$ cat src/sfs_map.vh
// field positions, codes and reset values of the slot format block
`ifndef SFS_MAP_VH
`define SFS_MAP_VH
`define SFS_CFG_W         16
`define SFS_CFG_RESET     16'h1000
`define SFS_CFG_WMASK     16'h31fd
`define SFS_A_EN          0
`define SFS_A_FMT_LO      2
`define SFS_A_FMT_HI      4
`define SFS_B_EN          5
`define SFS_B_FMT_LO      6
`define SFS_B_FMT_HI      8
`define SFS_OVWR_BLOCK    12
`define SFS_FMT_NONE      3'h0
`define SFS_FMT_SUM16     3'h1
`define SFS_FMT_SUM32     3'h2
`define SFS_FMT_CH16      3'h4
`define SFS_FMT_CH32      3'h6
`define SFS_CNT_NONE      4'h0
`define SFS_CNT_SUM16     4'h1
`define SFS_CNT_SUM32     4'h2
`define SFS_CNT_CH16      4'h4
`define SFS_CNT_CH32      4'h8
`define SFS_ROOM_W        9
`define SFS_ROOM_PAD      5'h00
`define SFS_IDX_ZERO      3'h0
`define SFS_IDX_ONE       3'h1
`define SFS_WORD_W        16
`define SFS_CHAN_W        32
`define SFS_NUM_CH        4
`define SFS_AVG_W         3
`endif

$ cat src/sfs_skid_buf.v
// two-entry word buffer with valid/ready on both sides
`timescale 1ns/100ps
`default_nettype none
`include "sfs_map.vh"
module sfs_skid_buf
(
  input  wire                   clock,
  input  wire                   srst,
  input  wire                   inValid,
  output wire                   inReady,
  input  wire [`SFS_WORD_W-1:0] inData,
  output wire                   outValid,
  input  wire                   outReady,
  output wire [`SFS_WORD_W-1:0] outData
);
  reg [`SFS_WORD_W-1:0] store [0:1];
  reg                   wrPtr;
  reg                   rdPtr;
  reg [1:0]             fill;
  wire                  doWrite;
  wire                  doRead;

  assign inReady  = (fill != 2'h2);
  assign outValid = (fill != 2'h0);
  assign outData  = store[rdPtr];
  assign doWrite  = inValid & inReady;
  assign doRead   = outValid & outReady;

  always @(posedge clock)
  begin
    if (srst)
    begin
      wrPtr <= 1'b0;
      rdPtr <= 1'b0;
      fill  <= 2'h0;
    end
    else
    begin
      if (doWrite)
      begin
        store[wrPtr] <= inData;
        wrPtr        <= ~wrPtr;
      end
      if (doRead)
        rdPtr <= ~rdPtr;
      if (doWrite & ~doRead)
        fill <= fill + 2'h1;
      else if (doRead & ~doWrite)
        fill <= fill - 2'h1;
    end
  end
endmodule
`default_nettype wire

$ cat src/sfs_slot_fifo_format.v
// slot enable and fifo format selection with word serializer
`timescale 1ns/100ps
`default_nettype none
`include "sfs_map.vh"
module sfs_slot_fifo_format
(
  input  wire                     clock,
  input  wire                     srst,
  input  wire                     cfgWrite,
  input  wire [`SFS_CFG_W-1:0]    cfgWdata,
  output wire [`SFS_CFG_W-1:0]    cfgRdata,
  input  wire [`SFS_AVG_W-1:0]    avgFactorA,
  input  wire [`SFS_AVG_W-1:0]    avgFactorB,
  output wire                     slotARun,
  output wire                     slotBRun,
  input  wire                     resultAValid,
  input  wire [4*`SFS_CHAN_W-1:0] resultA,
  input  wire                     resultBValid,
  input  wire [4*`SFS_CHAN_W-1:0] resultB,
  input  wire [`SFS_ROOM_W-1:0]   fifoRoom,
  output wire                     fifoWrapAllow,
  output wire                     fifoWordValid,
  input  wire                     fifoWordReady,
  output wire [`SFS_WORD_W-1:0]   fifoWord,
  output reg                      resultDropped
);
  localparam [2:0] ST_IDLE  = 3'h1;
  localparam [2:0] ST_SENDA = 3'h2;
  localparam [2:0] ST_SENDB = 3'h4;

  reg  [`SFS_CFG_W-1:0]    cfg;
  reg  [4*`SFS_CHAN_W-1:0] chanA;
  reg  [4*`SFS_CHAN_W-1:0] chanB;
  reg  [`SFS_CHAN_W-1:0]   sumA;
  reg  [`SFS_CHAN_W-1:0]   sumB;
  reg                      pendA;
  reg                      pendB;
  reg  [2:0]               state;
  reg  [2:0]               next_state;
  reg  [2:0]               wordIdx;
  reg  [`SFS_WORD_W-1:0]   curWord;
  reg  [3:0]               curCount;
  wire [2:0]               fmtA;
  wire [2:0]               fmtB;
  wire                     storeA;
  wire                     storeB;
  wire                     blockWrap;
  wire                     fitA;
  wire                     fitB;
  wire                     takeA;
  wire                     takeB;
  wire                     bufInValid;
  wire                     bufInReady;
  wire                     lastWord;

  // words per result for a format code; reserved codes store nothing
  function [3:0] wordCount;
    input [2:0] fmt;
    begin
      case (fmt)
        `SFS_FMT_SUM16: wordCount = `SFS_CNT_SUM16;
        `SFS_FMT_SUM32: wordCount = `SFS_CNT_SUM32;
        `SFS_FMT_CH16:  wordCount = `SFS_CNT_CH16;
        `SFS_FMT_CH32:  wordCount = `SFS_CNT_CH32;
        default:        wordCount = `SFS_CNT_NONE;
      endcase
    end
  endfunction

  // wrapping sum of the four channel values; carries beyond the word are lost
  function [`SFS_CHAN_W-1:0] chanSum;
    input [4*`SFS_CHAN_W-1:0] chans;
    integer                   n;
    begin
      chanSum = `SFS_CHAN_W'h0;
      for (n = 0; n < `SFS_NUM_CH; n = n + 1)
        chanSum = chanSum + chans[n*`SFS_CHAN_W +: `SFS_CHAN_W];
    end
  endfunction

  // 16-bit word number idx of one result; 32-bit values go upper half first
  function [`SFS_WORD_W-1:0] wordOf;
    input [2:0]                 fmt;
    input [2:0]                 idx;
    input [`SFS_CHAN_W-1:0]     sum;
    input [4*`SFS_CHAN_W-1:0]   chans;
    reg   [`SFS_CHAN_W-1:0]     ch;
    begin
      ch = `SFS_CHAN_W'h0;
      case (fmt)
        `SFS_FMT_SUM16:
          wordOf = sum[`SFS_WORD_W-1:0];
        `SFS_FMT_SUM32:
          wordOf = (idx == `SFS_IDX_ZERO) ? sum[`SFS_CHAN_W-1:`SFS_WORD_W]
                                          : sum[`SFS_WORD_W-1:0];
        `SFS_FMT_CH16:
        begin
          ch     = chans[idx[1:0]*`SFS_CHAN_W +: `SFS_CHAN_W];
          wordOf = ch[`SFS_WORD_W-1:0];
        end
        `SFS_FMT_CH32:
        begin
          ch     = chans[idx[2:1]*`SFS_CHAN_W +: `SFS_CHAN_W];
          wordOf = idx[0] ? ch[`SFS_WORD_W-1:0]
                          : ch[`SFS_CHAN_W-1:`SFS_WORD_W];
        end
        default:
          wordOf = `SFS_WORD_W'h0;
      endcase
    end
  endfunction

  assign fmtA      = cfg[`SFS_A_FMT_HI:`SFS_A_FMT_LO];
  assign fmtB      = cfg[`SFS_B_FMT_HI:`SFS_B_FMT_LO];
  assign slotARun  = cfg[`SFS_A_EN];
  assign slotBRun  = cfg[`SFS_B_EN];
  assign blockWrap = cfg[`SFS_OVWR_BLOCK];
  assign fifoWrapAllow = ~blockWrap;
  assign cfgRdata  = cfg;

  assign storeA = slotARun & (wordCount(fmtA) != `SFS_CNT_NONE);
  assign storeB = slotBRun & (wordCount(fmtB) != `SFS_CNT_NONE)
                & ((fmtA == `SFS_FMT_NONE) | (avgFactorA == avgFactorB));

  // while wrap is blocked, room is judged per whole result; slots A and B are each judged against the whole fifoRoom
  assign fitA  = ~blockWrap | (fifoRoom >= {`SFS_ROOM_PAD, wordCount(fmtA)});
  assign fitB  = ~blockWrap | (fifoRoom >= {`SFS_ROOM_PAD, wordCount(fmtB)});
  assign takeA = resultAValid & storeA & ~pendA & fitA;
  assign takeB = resultBValid & storeB & ~pendB & fitB;

  assign bufInValid = state[1] | state[2];
  assign lastWord   = ({1'b0, wordIdx} + 4'h1) == curCount;

  always @*
  begin
    curWord  = `SFS_WORD_W'h0;
    curCount = `SFS_CNT_NONE;
    if (state[1])
    begin
      curWord  = wordOf(fmtA, wordIdx, sumA, chanA);
      curCount = wordCount(fmtA);
    end
    else if (state[2])
    begin
      curWord  = wordOf(fmtB, wordIdx, sumB, chanB);
      curCount = wordCount(fmtB);
    end
  end

  always @*
  begin
    next_state = state;
    case (state)
      ST_IDLE:
        if (pendA)
          next_state = ST_SENDA;
        else if (pendB)
          next_state = ST_SENDB;
      ST_SENDA:
        if (bufInReady & lastWord)
          next_state = pendB ? ST_SENDB : ST_IDLE;
      ST_SENDB:
        if (bufInReady & lastWord)
          next_state = ST_IDLE;
      default:
        next_state = ST_IDLE;
    endcase
  end

  always @(posedge clock)
  begin
    if (srst)
    begin
      cfg           <= `SFS_CFG_RESET;
      pendA         <= 1'b0;
      pendB         <= 1'b0;
      state         <= ST_IDLE;
      wordIdx       <= `SFS_IDX_ZERO;
      resultDropped <= 1'b0;
      chanA         <= {4*`SFS_CHAN_W{1'b0}};
      chanB         <= {4*`SFS_CHAN_W{1'b0}};
      sumA          <= `SFS_CHAN_W'h0;
      sumB          <= `SFS_CHAN_W'h0;
    end
    else
    begin
      if (cfgWrite)
        cfg <= cfgWdata & `SFS_CFG_WMASK;
      state <= next_state;
      // a result arriving while its slot still drains is dropped and flagged
      resultDropped <= (resultAValid & storeA & ~takeA)
                     | (resultBValid & storeB & ~takeB);
      if (takeA)
      begin
        chanA <= resultA;
        sumA  <= chanSum(resultA);
        pendA <= 1'b1;
      end
      else if ((state == ST_SENDA) & bufInReady & lastWord)
        pendA <= 1'b0;
      if (takeB)
      begin
        chanB <= resultB;
        sumB  <= chanSum(resultB);
        pendB <= 1'b1;
      end
      else if ((state == ST_SENDB) & bufInReady & lastWord)
        pendB <= 1'b0;
      if (bufInValid & bufInReady)
        wordIdx <= lastWord ? `SFS_IDX_ZERO : wordIdx + `SFS_IDX_ONE;
    end
  end

  sfs_skid_buf wordBuf
  (
    .clock    (clock),
    .srst     (srst),
    .inValid  (bufInValid),
    .inReady  (bufInReady),
    .inData   (curWord),
    .outValid (fifoWordValid),
    .outReady (fifoWordReady),
    .outData  (fifoWord)
  );
endmodule
`default_nettype wire

$ cat config.mk
export PLATFORM = sky130hd
export DESIGN_NAME = sfs_slot_fifo_format
export DESIGN_NICKNAME = d
export VERILOG_FILES = /design/src/sfs_skid_buf.v /design/src/sfs_slot_fifo_format.v
export VERILOG_INCLUDE_DIRS = /design/src
export SDC_FILE = /design/constraint.sdc
export NUM_CORES = 1
export LEC_CHECK = 0
export BUFFER_PORTS_ARGS = -buffer_cell sky130_fd_sc_hd__buf_4
export CAP_MARGIN = 20
export CELL_PAD_IN_SITES_DETAIL_PLACEMENT = 1
export CELL_PAD_IN_SITES_GLOBAL_PLACEMENT = 2
export CORE_MARGIN = 8
export CORE_UTILIZATION = 38
export DETAILED_ROUTE_END_ITERATION = 12
export PLACE_DENSITY_LB_ADDON = 0.1
export SLEW_MARGIN = 20
export SYNTH_ARGS = -nofsm -noshare
export SYNTH_HDL_FRONTEND = slang
export SYNTH_SLANG_ARGS = --single-unit
$ cat constraint.sdc
create_clock -name clock -period 9.1 [get_ports clock]
set_clock_uncertainty 0.15 [all_clocks]
set_input_delay 0.91 -clock clock [delete_from_list [all_inputs] [get_ports clock]]
set_output_delay 0.91 -clock clock [all_outputs]
set_load 0.02 [all_outputs]
## Word-level counts from Yosys, hierarchy flattened

Memories as Yosys holds them, arrays and structs flattened. A register that Yosys moved wholly into a read port is not among the register bits.
Cells that the tools add are included.

- Shift operators: 4
- $add $sub $neg: 10
- Reductions and logical operators: 9
- Eq/ne operators: 17
- Bitwise operators: 34
- $lt $le $gt $ge: 2
- Multiplexer cells: 30

Operators with widths:

| cell | number |
|---|---|
| 128-bit by 8-bit indexed part select with 16-bit output | 2 |
| 128-bit by 8-bit indexed part select with 32-bit output | 2 |
| 32-bit adder | 6 |
| 16-bit case mux with 4 select lines | 2 |
| 16-bit two-way mux | 6 |
| 4-bit case mux with 4 select lines | 2 |
| 1-bit bitwise AND | 20 |
| 9-bit by 4-bit >= comparator with 1-bit output | 2 |
| 3-bit two-way mux | 6 |
| 3-bit == test (second input constant) | 5 |
| 3-bit by 1-bit == test with 1-bit output (second input constant) | 3 |
| 3-bit by 2-bit == test with 1-bit output (second input constant) | 3 |
| 1-bit two-way mux | 9 |
| 1-bit inverter | 9 |
| 3-bit case mux with 3 select lines | 1 |
| 4-bit two-way mux | 2 |
| 2-bit nonzero test | 4 |
| 4-bit nonzero test | 2 |
| 3-bit zero test | 2 |
| 2-bit inequality test (second input constant) | 3 |
| 1-bit OR | 5 |
| 3-bit by 1-bit adder with 4-bit output (second input constant) | 1 |
| 4-bit == test | 1 |
| 2-bit two-way mux | 2 |
| other kinds (6) | 6 |

- Memory bits (writable): 32
- Output and inout bits: 37
- Memories: 1
- Word-level logic and storage cells: 120
- Bits of input ports: 293
- Register bits after elaboration: 343

Memory list:

| memory | depth | bits a word | read ports | clocked after memory_dff | wr ports | RTL line | text |
|---|---|---|---|---|---|---|---|
| wordBuf.store | 2 | 16 | 1 | 1 | 1 | sfs_skid_buf.v:16 | `` reg [`SFS_WORD_W-1:0] store [0:1]; `` |

## Logic depth before layout (Yosys ltp)

Gate-level depths: netlist of run 1.

- Depth in word-level cells: 11
- Mapped depth: 15
- Gate-level depth less buffers: 14

## By module

From an unflattened synthesis of run 1, not the netlist that was laid out.

- Cell total of the unflattened synthesis: 2783
- Area, all modules: 24131.9 um^2

Modules (own cells, without submodules):

| module | times used | area each (um^2) | cells an instance | seq. area each (um^2) |
|---|---|---|---|---|
| sfs_slot_fifo_format | 1 | 22753.1 | 2706 | 6786.5 |
| sfs_skid_buf | 1 | 1378.8 | 77 | 1061.0 |

## Worst setup path before layout of run 1

Ideal clock, no wire load.

- Path kind: input port to flip-flop
- From: input resultB[1]
- To: register sumB[19]
- Slack: 4.717 ns
- Stages: 14
- Library setup time: 0.122 ns
- Arrival time: 4.111 ns
- Required time: 8.828 ns
- Path buffers: 0
- Cell sequence: fa_1 -> fa_1 -> ha_1 -> inv_1 -> fa_1 -> nor2b_1 -> o21a_1 -> o21ai_0 -> a211oi_2 -> o211ai_1 -> a31oi_1 -> a31oi_1 -> and4_1 -> a311o_1

- Longest elaborated chain between the ends: 3

RTL lines:

| element | RTL line | text |
|---|---|---|
| start: declaration | sfs_slot_fifo_format.v:19 | `` input wire [4*`SFS_CHAN_W-1:0] resultB, `` |
| 32-bit adder (3 in a row) | sfs_slot_fifo_format.v:77 | `` chanSum = chanSum + chans[n*`SFS_CHAN_W +: `SFS_CHAN_W]; `` |
| end signal: assignment | sfs_slot_fifo_format.v:183 | `` sumB <= `SFS_CHAN_W'h0; `` |
| end signal: assignment | sfs_slot_fifo_format.v:204 | `sumB <= chanSum(resultB);` |
| end: declaration | sfs_slot_fifo_format.v:35 | `` reg [`SFS_CHAN_W-1:0] sumB; `` |

Every way passes these cells.
A chain may end at the register's enable or synchronous reset.

## Worst setup path after layout of run 1

- From: register cfg[4] (netlist: cfgRdata[4])
- To: register sumA[22]

- Longest elaborated chain between the ends: 7
- Elaborated cells between the ends (all ways): 12
- Those cells by class: order compare: 1; eq/ne: 4; mux: 1; bitwise: 5; reduce/logical: 1

RTL lines:

| element | RTL line | text |
|---|---|---|
| start: declaration | sfs_slot_fifo_format.v:31 | `` reg [`SFS_CFG_W-1:0] cfg; `` |
| start signal: assignment | sfs_slot_fifo_format.v:174 | `` cfg <= `SFS_CFG_RESET; `` |
| start signal: assignment | sfs_slot_fifo_format.v:188 | `` cfg <= cfgWdata & `SFS_CFG_WMASK; `` |
| 3-bit == test, or another cell as far along | sfs_slot_fifo_format.v:60 | `case (fmt)` |
| 4-bit case mux with 4 select lines * | sfs_slot_fifo_format.v:60 |  |
| parallel branches: the longest is 4 deep, another holds 9-bit by 4-bit >= comparator with 1-bit output | -- |  |
| 1-bit bitwise AND * | sfs_slot_fifo_format.v:128 | `assign takeA = resultAValid & storeA & ~pendA & fitA;` |
| end signal: assignment | sfs_slot_fifo_format.v:182 | `` sumA <= `SFS_CHAN_W'h0; `` |
| end signal: assignment | sfs_slot_fifo_format.v:196 | `sumA <= chanSum(resultA);` |
| end: declaration | sfs_slot_fifo_format.v:34 | `` reg [`SFS_CHAN_W-1:0] sumA; `` |

Every way passes the cells marked *.

==> metrics.txt, run 1 <==
ys async rst share 0; WP data arrival 5.15 ns; Via density ~5.2; Hold Path Stages 2; kind of end point of the critical path register; fraction of layout cells with a size suffix above 1 0.186; hold_buf cts 0; Ys Warns 0; EDFF count, synth 32; CP Max Fanout 87; R2R setup slack 4.30 ns; die height 266 um; RSZ-0062 raised after global routing false; Final Critical Period 4.80 ns; Worst Hold Endpoint chanA[27]$_SDFFE_PP0P_; initial antenna violation count 0; first-pass GRT wire length 125000 um; Min Hold Slack 0.300 ns; largest net degree at the start of global routing slightly below 90; CP Launch Type register; Critical Path Max Stage Delay 0.91 ns; Final Instance Area 0.0282 mm^2; crit path kind register to register; row count 91; Synth Area in Simple Gates 0.149; Hold Path Class register to register; xor/xnor share of the synthesized area 0.0218; Syn Inst Count 2739; TritonCTS clock tree yes; Final setup viols 0; Area Growth Syn to Fin 19.0%; largest family of logic cells by synthesized area compound AO/OA/AOI/OAI gates; outcome finished clean; post-synthesis mux area share 0.117; core box area about 0.062 mm^2; Initial Utilization 0.384; part of the Yosys area used for sequential elements 0.331; DIE AREA 0.0707 mm^2; cell at the slowest stage of the critical path nor3b_4; drt wl/cell 21.1 um; CP Cell Sequence nor3b_4 > inv_1 > ha_1 > nor2b_1 > o21ai_0 > a311oi_4 > buf_4 > buf_4 > nand3b_1 > a21oi_1; Vias approximately 20000; clk slew on worst S/H paths roughly 0.06 ns; placed inst area 0.0266 mm^2; WL final between 80000 and 90000 um; library cells used by synthesis 79; measured slew at the worst slew-check pin approximately 1.0 ns; Placer Congestion ~0.83; fin crit share 0.528; #FFs+latches synth about 380; Synth Area per Inst 8.66 um^2; Overall Global Routing Usage 0.224; I/O Buffers around 320; TNS Setup 0 ns; Mapped Area roughly 0.024 mm^2; Final Hold Fails 0; remaining antenna violation count 0; CTS Buffer Depth 3; hold path startpoint chanA[27]$_SDFFE_PP0P_; area fraction in compound gates after synthesis 0.156; Max Transition Viols Final 0; Placement Setup Slack 4.01 ns; most frequent CP cell buf_4; Final Total Pwr 5.39 mW; Synth Area in Adders 0.143; clk_lat worst skew between 0.5 and 0.6 ns; diode count 0; Worst EP required 9.45 ns; total CTS buffers 46; worst r2r src cfgRdata[4]$_SDFFE_PP0P_; maximum vdd ir drop 0.000122 V; vias in the first global route 22000; Max Freq around 0.21 GHz; Iter 0 DRT Violations 1030; CTS Root Cell clkbuf_16; Worst slew margin 0.301; final net count 3449; Die W 266 um; Pwr per Cell Area 191 mW/mm^2; top_reg_cell synth dfxtp_1; # resized after CTS 0; CTS H-tree lvls 2; R2R depth 10; CTS Sinks 376; final worst slack about 4.3 ns; drt drc 0; First-pass DRT Iterations 5; Post-CTS Setup Inserts 0; placed wire-length estimate 61400 um; Max Cap Violations 0; r2r endpoint sumA[22]$_SDFFE_PP0P_; Ports 330; leakage power 11.6 nW; total gr overflow 0
==> through the flow <==
stage	util	cells
2_1_floorplan	-	2744
3_3_place_gp	0.432	3748
3_5_place_dp	0.432	3748
4_1_cts	0.457	3830
5_1_grt	0.457	3830
6_report	0.457	3830
==> registers in the layout, indices dropped and copies added, names as in the netlist, named ones only <==
name,cells
wordBuf.store,32
sumB,32
state,3
sumA,32
chanA,128
wordBuf.fill,2
wordIdx,3
pendA,1
cfgRdata,10
wordBuf.rdPtr,1
chanB,128
pendB,1
resultDropped,1
wordBuf.wrPtr,1
==> routing by layer <==
layer | vias up | share of wire | GRT usage
met1 | 10100 | 0.42 | 0.268
met3 | 78 | 0.032 | 0.0279
met2 | 301 | 0.53 | 0.422
li1 | 9621 | - | -
met5 | - | 0 | 0
met4 | 0 | 0.023 | 0.0574
==> cell type report <==
| class | instances | area, um^2 |
|---|---|---|
| flip-flops and latches | 376 | 7860 |
| clock buffers | 68 | 1390 |
| well taps | 837 | 1050 |
| repair buffers | 338 | 2540 |
| inverters | 322 | 1210 |
| clock inverters | 14 | 198 |
| multi-input cells | 1875 | 14000 |
| fillers | 7260 | 33500 |
==> worst max path at each step <==
stage                                         from                    end  slack, ns  depth (start not counted)
after floorplan                         resultB[1]  sumB[19]$_SDFFE_PP0P_       4.72                         14
after global placement                  resultB[1]  sumB[19]$_SDFFE_PP0P_       4.06                         15
after detailed placement                resultB[1]  sumB[19]$_SDFFE_PP0P_       4.01                         15
after CTS                 cfgRdata[4]$_SDFFE_PP0P_  sumA[20]$_SDFFE_PP0P_       4.21                         10
after global routing      cfgRdata[4]$_SDFFE_PP0P_  sumA[20]$_SDFFE_PP0P_       3.87                         10
final                     cfgRdata[4]$_SDFFE_PP0P_  sumA[22]$_SDFFE_PP0P_       4.30                         10
==> cell usage after synthesis, drive strengths merged (32+ instances only) <==
cell type	instances	share of area
nand2	628	0.099
ha	73	0.039
a21oi	376	0.080
inv	322	0.051
a21o	35	0.011
dfxtp	344	0.29
a22o	32	0.012
mux4	96	0.091
nor2	54	0.0085
o21ai	76	0.016
clkbuf	89	0.014
edfxtp	32	0.041
buf	82	0.018
fa	124	0.10
mux2i	41	0.017
==> report_power, final <==
part,internal (mW),switching (mW),total [mW]
Sequential,1.71,0.0546,1.76
Combinational,0.690,0.992,1.68
Clock,1.19,0.750,1.94
Total,3.59,1.80,5.39
==> layout by cell type, fill, tap and decap left out, drive strengths merged, types with 6 or more instances in the layout <==
| cell | n |
|---|---|
| edfxtp | 32 |
| nor3 | 14 |
| xnor2 | 31 |
| and3 | 15 |
| conb | 6 |
| clkinv | 8 |
| a211oi | 12 |
| a22o | 32 |
| nand4 | 11 |
| a311o | 7 |
| nor4 | 7 |
| fa | 124 |
| nand2 | 628 |
| nand3 | 21 |
| o21ai | 76 |
| or3 | 8 |
| xor2 | 28 |
| buf | 338 |
| clkbuf | 68 |
| inv | 322 |
| nor2 | 54 |
| a21oi | 376 |
| and2 | 8 |
| mux2i | 41 |
| dfxtp | 344 |
| nor2b | 31 |
| mux2 | 17 |
| mux4 | 96 |
| nand2b | 13 |
| ha | 73 |
| a21o | 35 |
| a221oi | 19 |
| a31oi | 11 |
| o21bai | 8 |
==> cells by family (layout without fill, tap and decap cells) <==
family                     Yosys count  after routing
and+or+nand+nor                    834            834
AOI/OAI and AO/OA                  625            625
buffers and inverters              493            742
DFF                                376            376
adders and majority gates          197            197
muxes                              154            154
xor gates and xnor gates            59             59
other                                1              6
==> worst max-delay path: cells and delay by family, from the launching register on <==
kind,cells,cell delay [ns]
buf+inv,3,1.62
compound gates,3,0.72
simple gates,3,1.31
flops,1,0.47
fa+ha+maj,1,0.30
No activity file was read; power rests on OpenSTA's default activity.
==> inputs of run 2 (changes only) <==
--- a/config.mk
+++ b/config.mk
@@ -11,7 +11,7 @@
 export CELL_PAD_IN_SITES_DETAIL_PLACEMENT = 1
 export CELL_PAD_IN_SITES_GLOBAL_PLACEMENT = 2
 export CORE_MARGIN = 8
-export CORE_UTILIZATION = 38
+export CORE_UTILIZATION = 32
 export DETAILED_ROUTE_END_ITERATION = 12
 export PLACE_DENSITY_LB_ADDON = 0.1
 export SLEW_MARGIN = 20
==> constraint.sdc (replaced) <==
create_clock -name clock -period 3.9 [get_ports clock]
set_clock_uncertainty 0.15 [all_clocks]
set_input_delay 0.39 -clock clock [delete_from_list [all_inputs] [get_ports clock]]
set_output_delay 0.39 -clock clock [all_outputs]
set_load 0.02 [all_outputs]
==> metrics.txt, run 2 (same netlist as run 1, synthesis figures left out) <==
outcome finished clean (unchanged); cell-internal power 9.02 mW (was 3.59 mW); Final Instance Area 0.0325 mm^2 (was 0.0282 mm^2); clk slew on worst S/H paths 0.06 ns (about the same); Initial Utilization 0.321 (was 0.384); highest metal used met4 (unchanged); Multi-input gate area 0.0142 mm^2 (was 0.0140 mm^2); CP Cell Sequence dlygate4sd3_1 > buf_4 > inv_1 > fa_1 > inv_1 > fa_2 > ha_4 > nand4_1 > inv_2 > nand2_2 > a211oi_2 > buf_4 > buf_4 > o21a_1 > a21oi_2 > o21ai_1 > buf_4 > and4_1 > a311o_1 (was nor3b_4 > inv_1 > ha_1 > nor2b_1 > o21ai_0 > a311oi_4 > buf_4 > buf_4 > nand3b_1 > a21oi_1); final worst slack 0.0583 ns (was 4.30 ns); Top Registers chanA x128, chanB x128 (unchanged); final net count 3883 (was 3449); Final setup viols 0 (unchanged); RSZ-0062 raised after global routing true (was false); commonest cells after routing, fill and taps aside 626 x nand2_1, 527 x buf_4, 364 x a21oi_1 (was 628 x nand2_1, 373 x a21oi_1, 341 x dfxtp_1); total CTS buffers 48 (was 46); routed wl met3 2660 um (was 2580 um); clk_lat worst skew 0.58 ns (was 0.59 ns); leakage power 13.6 nW (was 11.6 nW); Critical Path Max Stage Delay 0.55 ns (was 0.91 ns); Via density 4.95 (was 5.24); largest net degree at the start of global routing 106 (was 88); Max Cap Violations 0 (unchanged); Placer Congestion 0.816 (was 0.834); remaining antenna violation count 0 (unchanged); I/O Buffers 317 (unchanged); Switching Fraction 0.336 (was 0.334); switching pwr 4.57 mW (was 1.80 mW); Iter 0 DRT Violations 852 (was 1030); Final Total Pwr 13.6 mW (was 5.39 mW); Die W 288 um (was 266 um); sequential power share 0.302 (was 0.327); row count 100 (was 91); cell at the slowest stage of the critical path fa_2 (was nor3b_4); Inst Count DP 4080 (was 3748); DR WL met2 47700 um (was 42900 um); Clk pwr share 0.322 (was 0.360); fraction of layout cells with a size suffix above 1 0.233 (was 0.186); Hold Path Class primary input to register (was register to register); Worst slew margin 0.414 (was 0.301); initial antenna violation count 1 (was 0); CTS Sinks 376 (unchanged); drt drc 0 (unchanged); placed wire-length estimate 68600 um (was 61400 um); placed inst area 0.0285 mm^2 (was 0.0266 mm^2); Fill cells 8550 (was 7260); die height 288 um (was 266 um); maximum vdd ir drop 0.000313 V (was 0.000122 V); WL final 90700 um (was 80900 um); Final Hold Fails 0 (unchanged); total gr overflow 0 (unchanged); Overall Global Routing Usage 0.216 (was 0.224); CTS H-tree lvls 2 (unchanged); CTS Root Cell clkbuf_16 (unchanged); first-pass GRT wire length 140000 um (was 125000 um); fin crit share 0.985; Final Critical Period 3.84 ns; fin cells 4400 (was 3830); CP Max Fanout 4 (was 87); DIE AREA 0.0831 mm^2 (was 0.0707 mm^2); most frequent CP cell buf_4 (unchanged); drt wl/cell 20.6 um (was 21.1 um); CTS Buffer Depth 3 (unchanged); Ports 330 (unchanged); Logic pwr share 0.376 (was 0.312); First-pass DRT Iterations 5 (unchanged); kind of end point of the critical path register (unchanged); Max Freq 0.260 GHz; core box area 0.0739 mm^2 (was 0.0617 mm^2); WP data arrival 4.16 ns (was 5.15 ns); measured slew at the worst slew-check pin 0.879 ns (was 1.05 ns); Max Transition Viols Final 0 (unchanged); vias in the first global route 24500 (was 22000); crit path kind primary input to register (was register to register); register area 0.00786 mm^2 (about the same); most common cell after layout, fill and taps aside nand2_1 (unchanged); TNS Setup 0 ns (unchanged); Area Growth Syn to Fin 37.2% (was 19.0%); CP Launch Type primary input (was register); Worst EP required 4.21 ns (was 9.45 ns); M1 wire length 37600 um (was 33600 um); TritonCTS clock tree yes (unchanged); Pwr per Cell Area 418 mW/mm^2 (was 191 mW/mm^2); Placement Setup Slack -0.532 ns (was 4.01 ns); Vias 21800 (was 20100)
==> run 2: timing repair <==
action / in CTS / in global routing
hold buffers: 229 / 0
resized for setup: 0 / 47
setup buffers: 0 / 3
hold endpoints to repair: 228 / 0
endpoints found under the setup margin: 0 / 19
==> run 2: critical path, delay by kind of cell <==
kind            cells  cell delay (ns)
simple gates        3             0.40
fa+ha+maj           3             1.28
compound gates      5             0.81
buf+inv             8             1.26
==> run 2: per-layer routing <==
| layer | GRT usage | up-vias |
|---|---|---|
| li1 | - | 10500 |
| met1 | 0.255 | 10800 |
| met2 | 0.405 | 359 |
| met3 | 0.0241 | 107 |
| met4 | 0.0634 | 0 |
| met5 | 0 | - |
==> run 2: cell type report <==
class | instances | area share
sequential | 376 | 0.241
clock buffer | 73 | 0.0435
clock inverter | 14 | 0.00327
timing repair buffer | 770 | 0.200
antenna | 1 | 0.0000769
multi-input combinational | 1875 | 0.437
inverter | 322 | 0.0371
tap | 969 | 0.0373
==> run 2: worst paths after layout <==
kind                                                to  depth (start not counted)                     start  slack, ns
worst max register to register  chanB[99]$_SDFFE_PP0P_                          9  cfgRdata[7]$_SDFFE_PP0P_       0.41
worst min register to register  chanA[81]$_SDFFE_PP0P_                          2    chanA[81]$_SDFFE_PP0P_       0.30
worst min-delay path            chanA[33]$_SDFFE_PP0P_                          4               resultA[33]       0.03
worst max-delay path             sumB[23]$_SDFFE_PP0P_                         19               resultB[10]       0.06
==> run 2: metrics by stage <==
stage	utilization	hold WS [ns]
floorplan	-	0.282
global placement	0.385	0.290
detailed placement	0.385	0.296
CTS	0.436	0.000192
global route	0.440	0.0277
finish	0.440	0.0303
==> run 2: power groups by stage <==
stage	Sequential (mW)	Clock [mW]	Combinational [mW]
3_3_place_gp	4.18	0	4.70
6_report	4.10	4.38	5.11
2_1_floorplan	4.12	0	2.63
5_1_grt	4.12	4.69	5.62
4_1_cts	4.11	4.52	4.98
3_5_place_dp	4.19	0	4.76
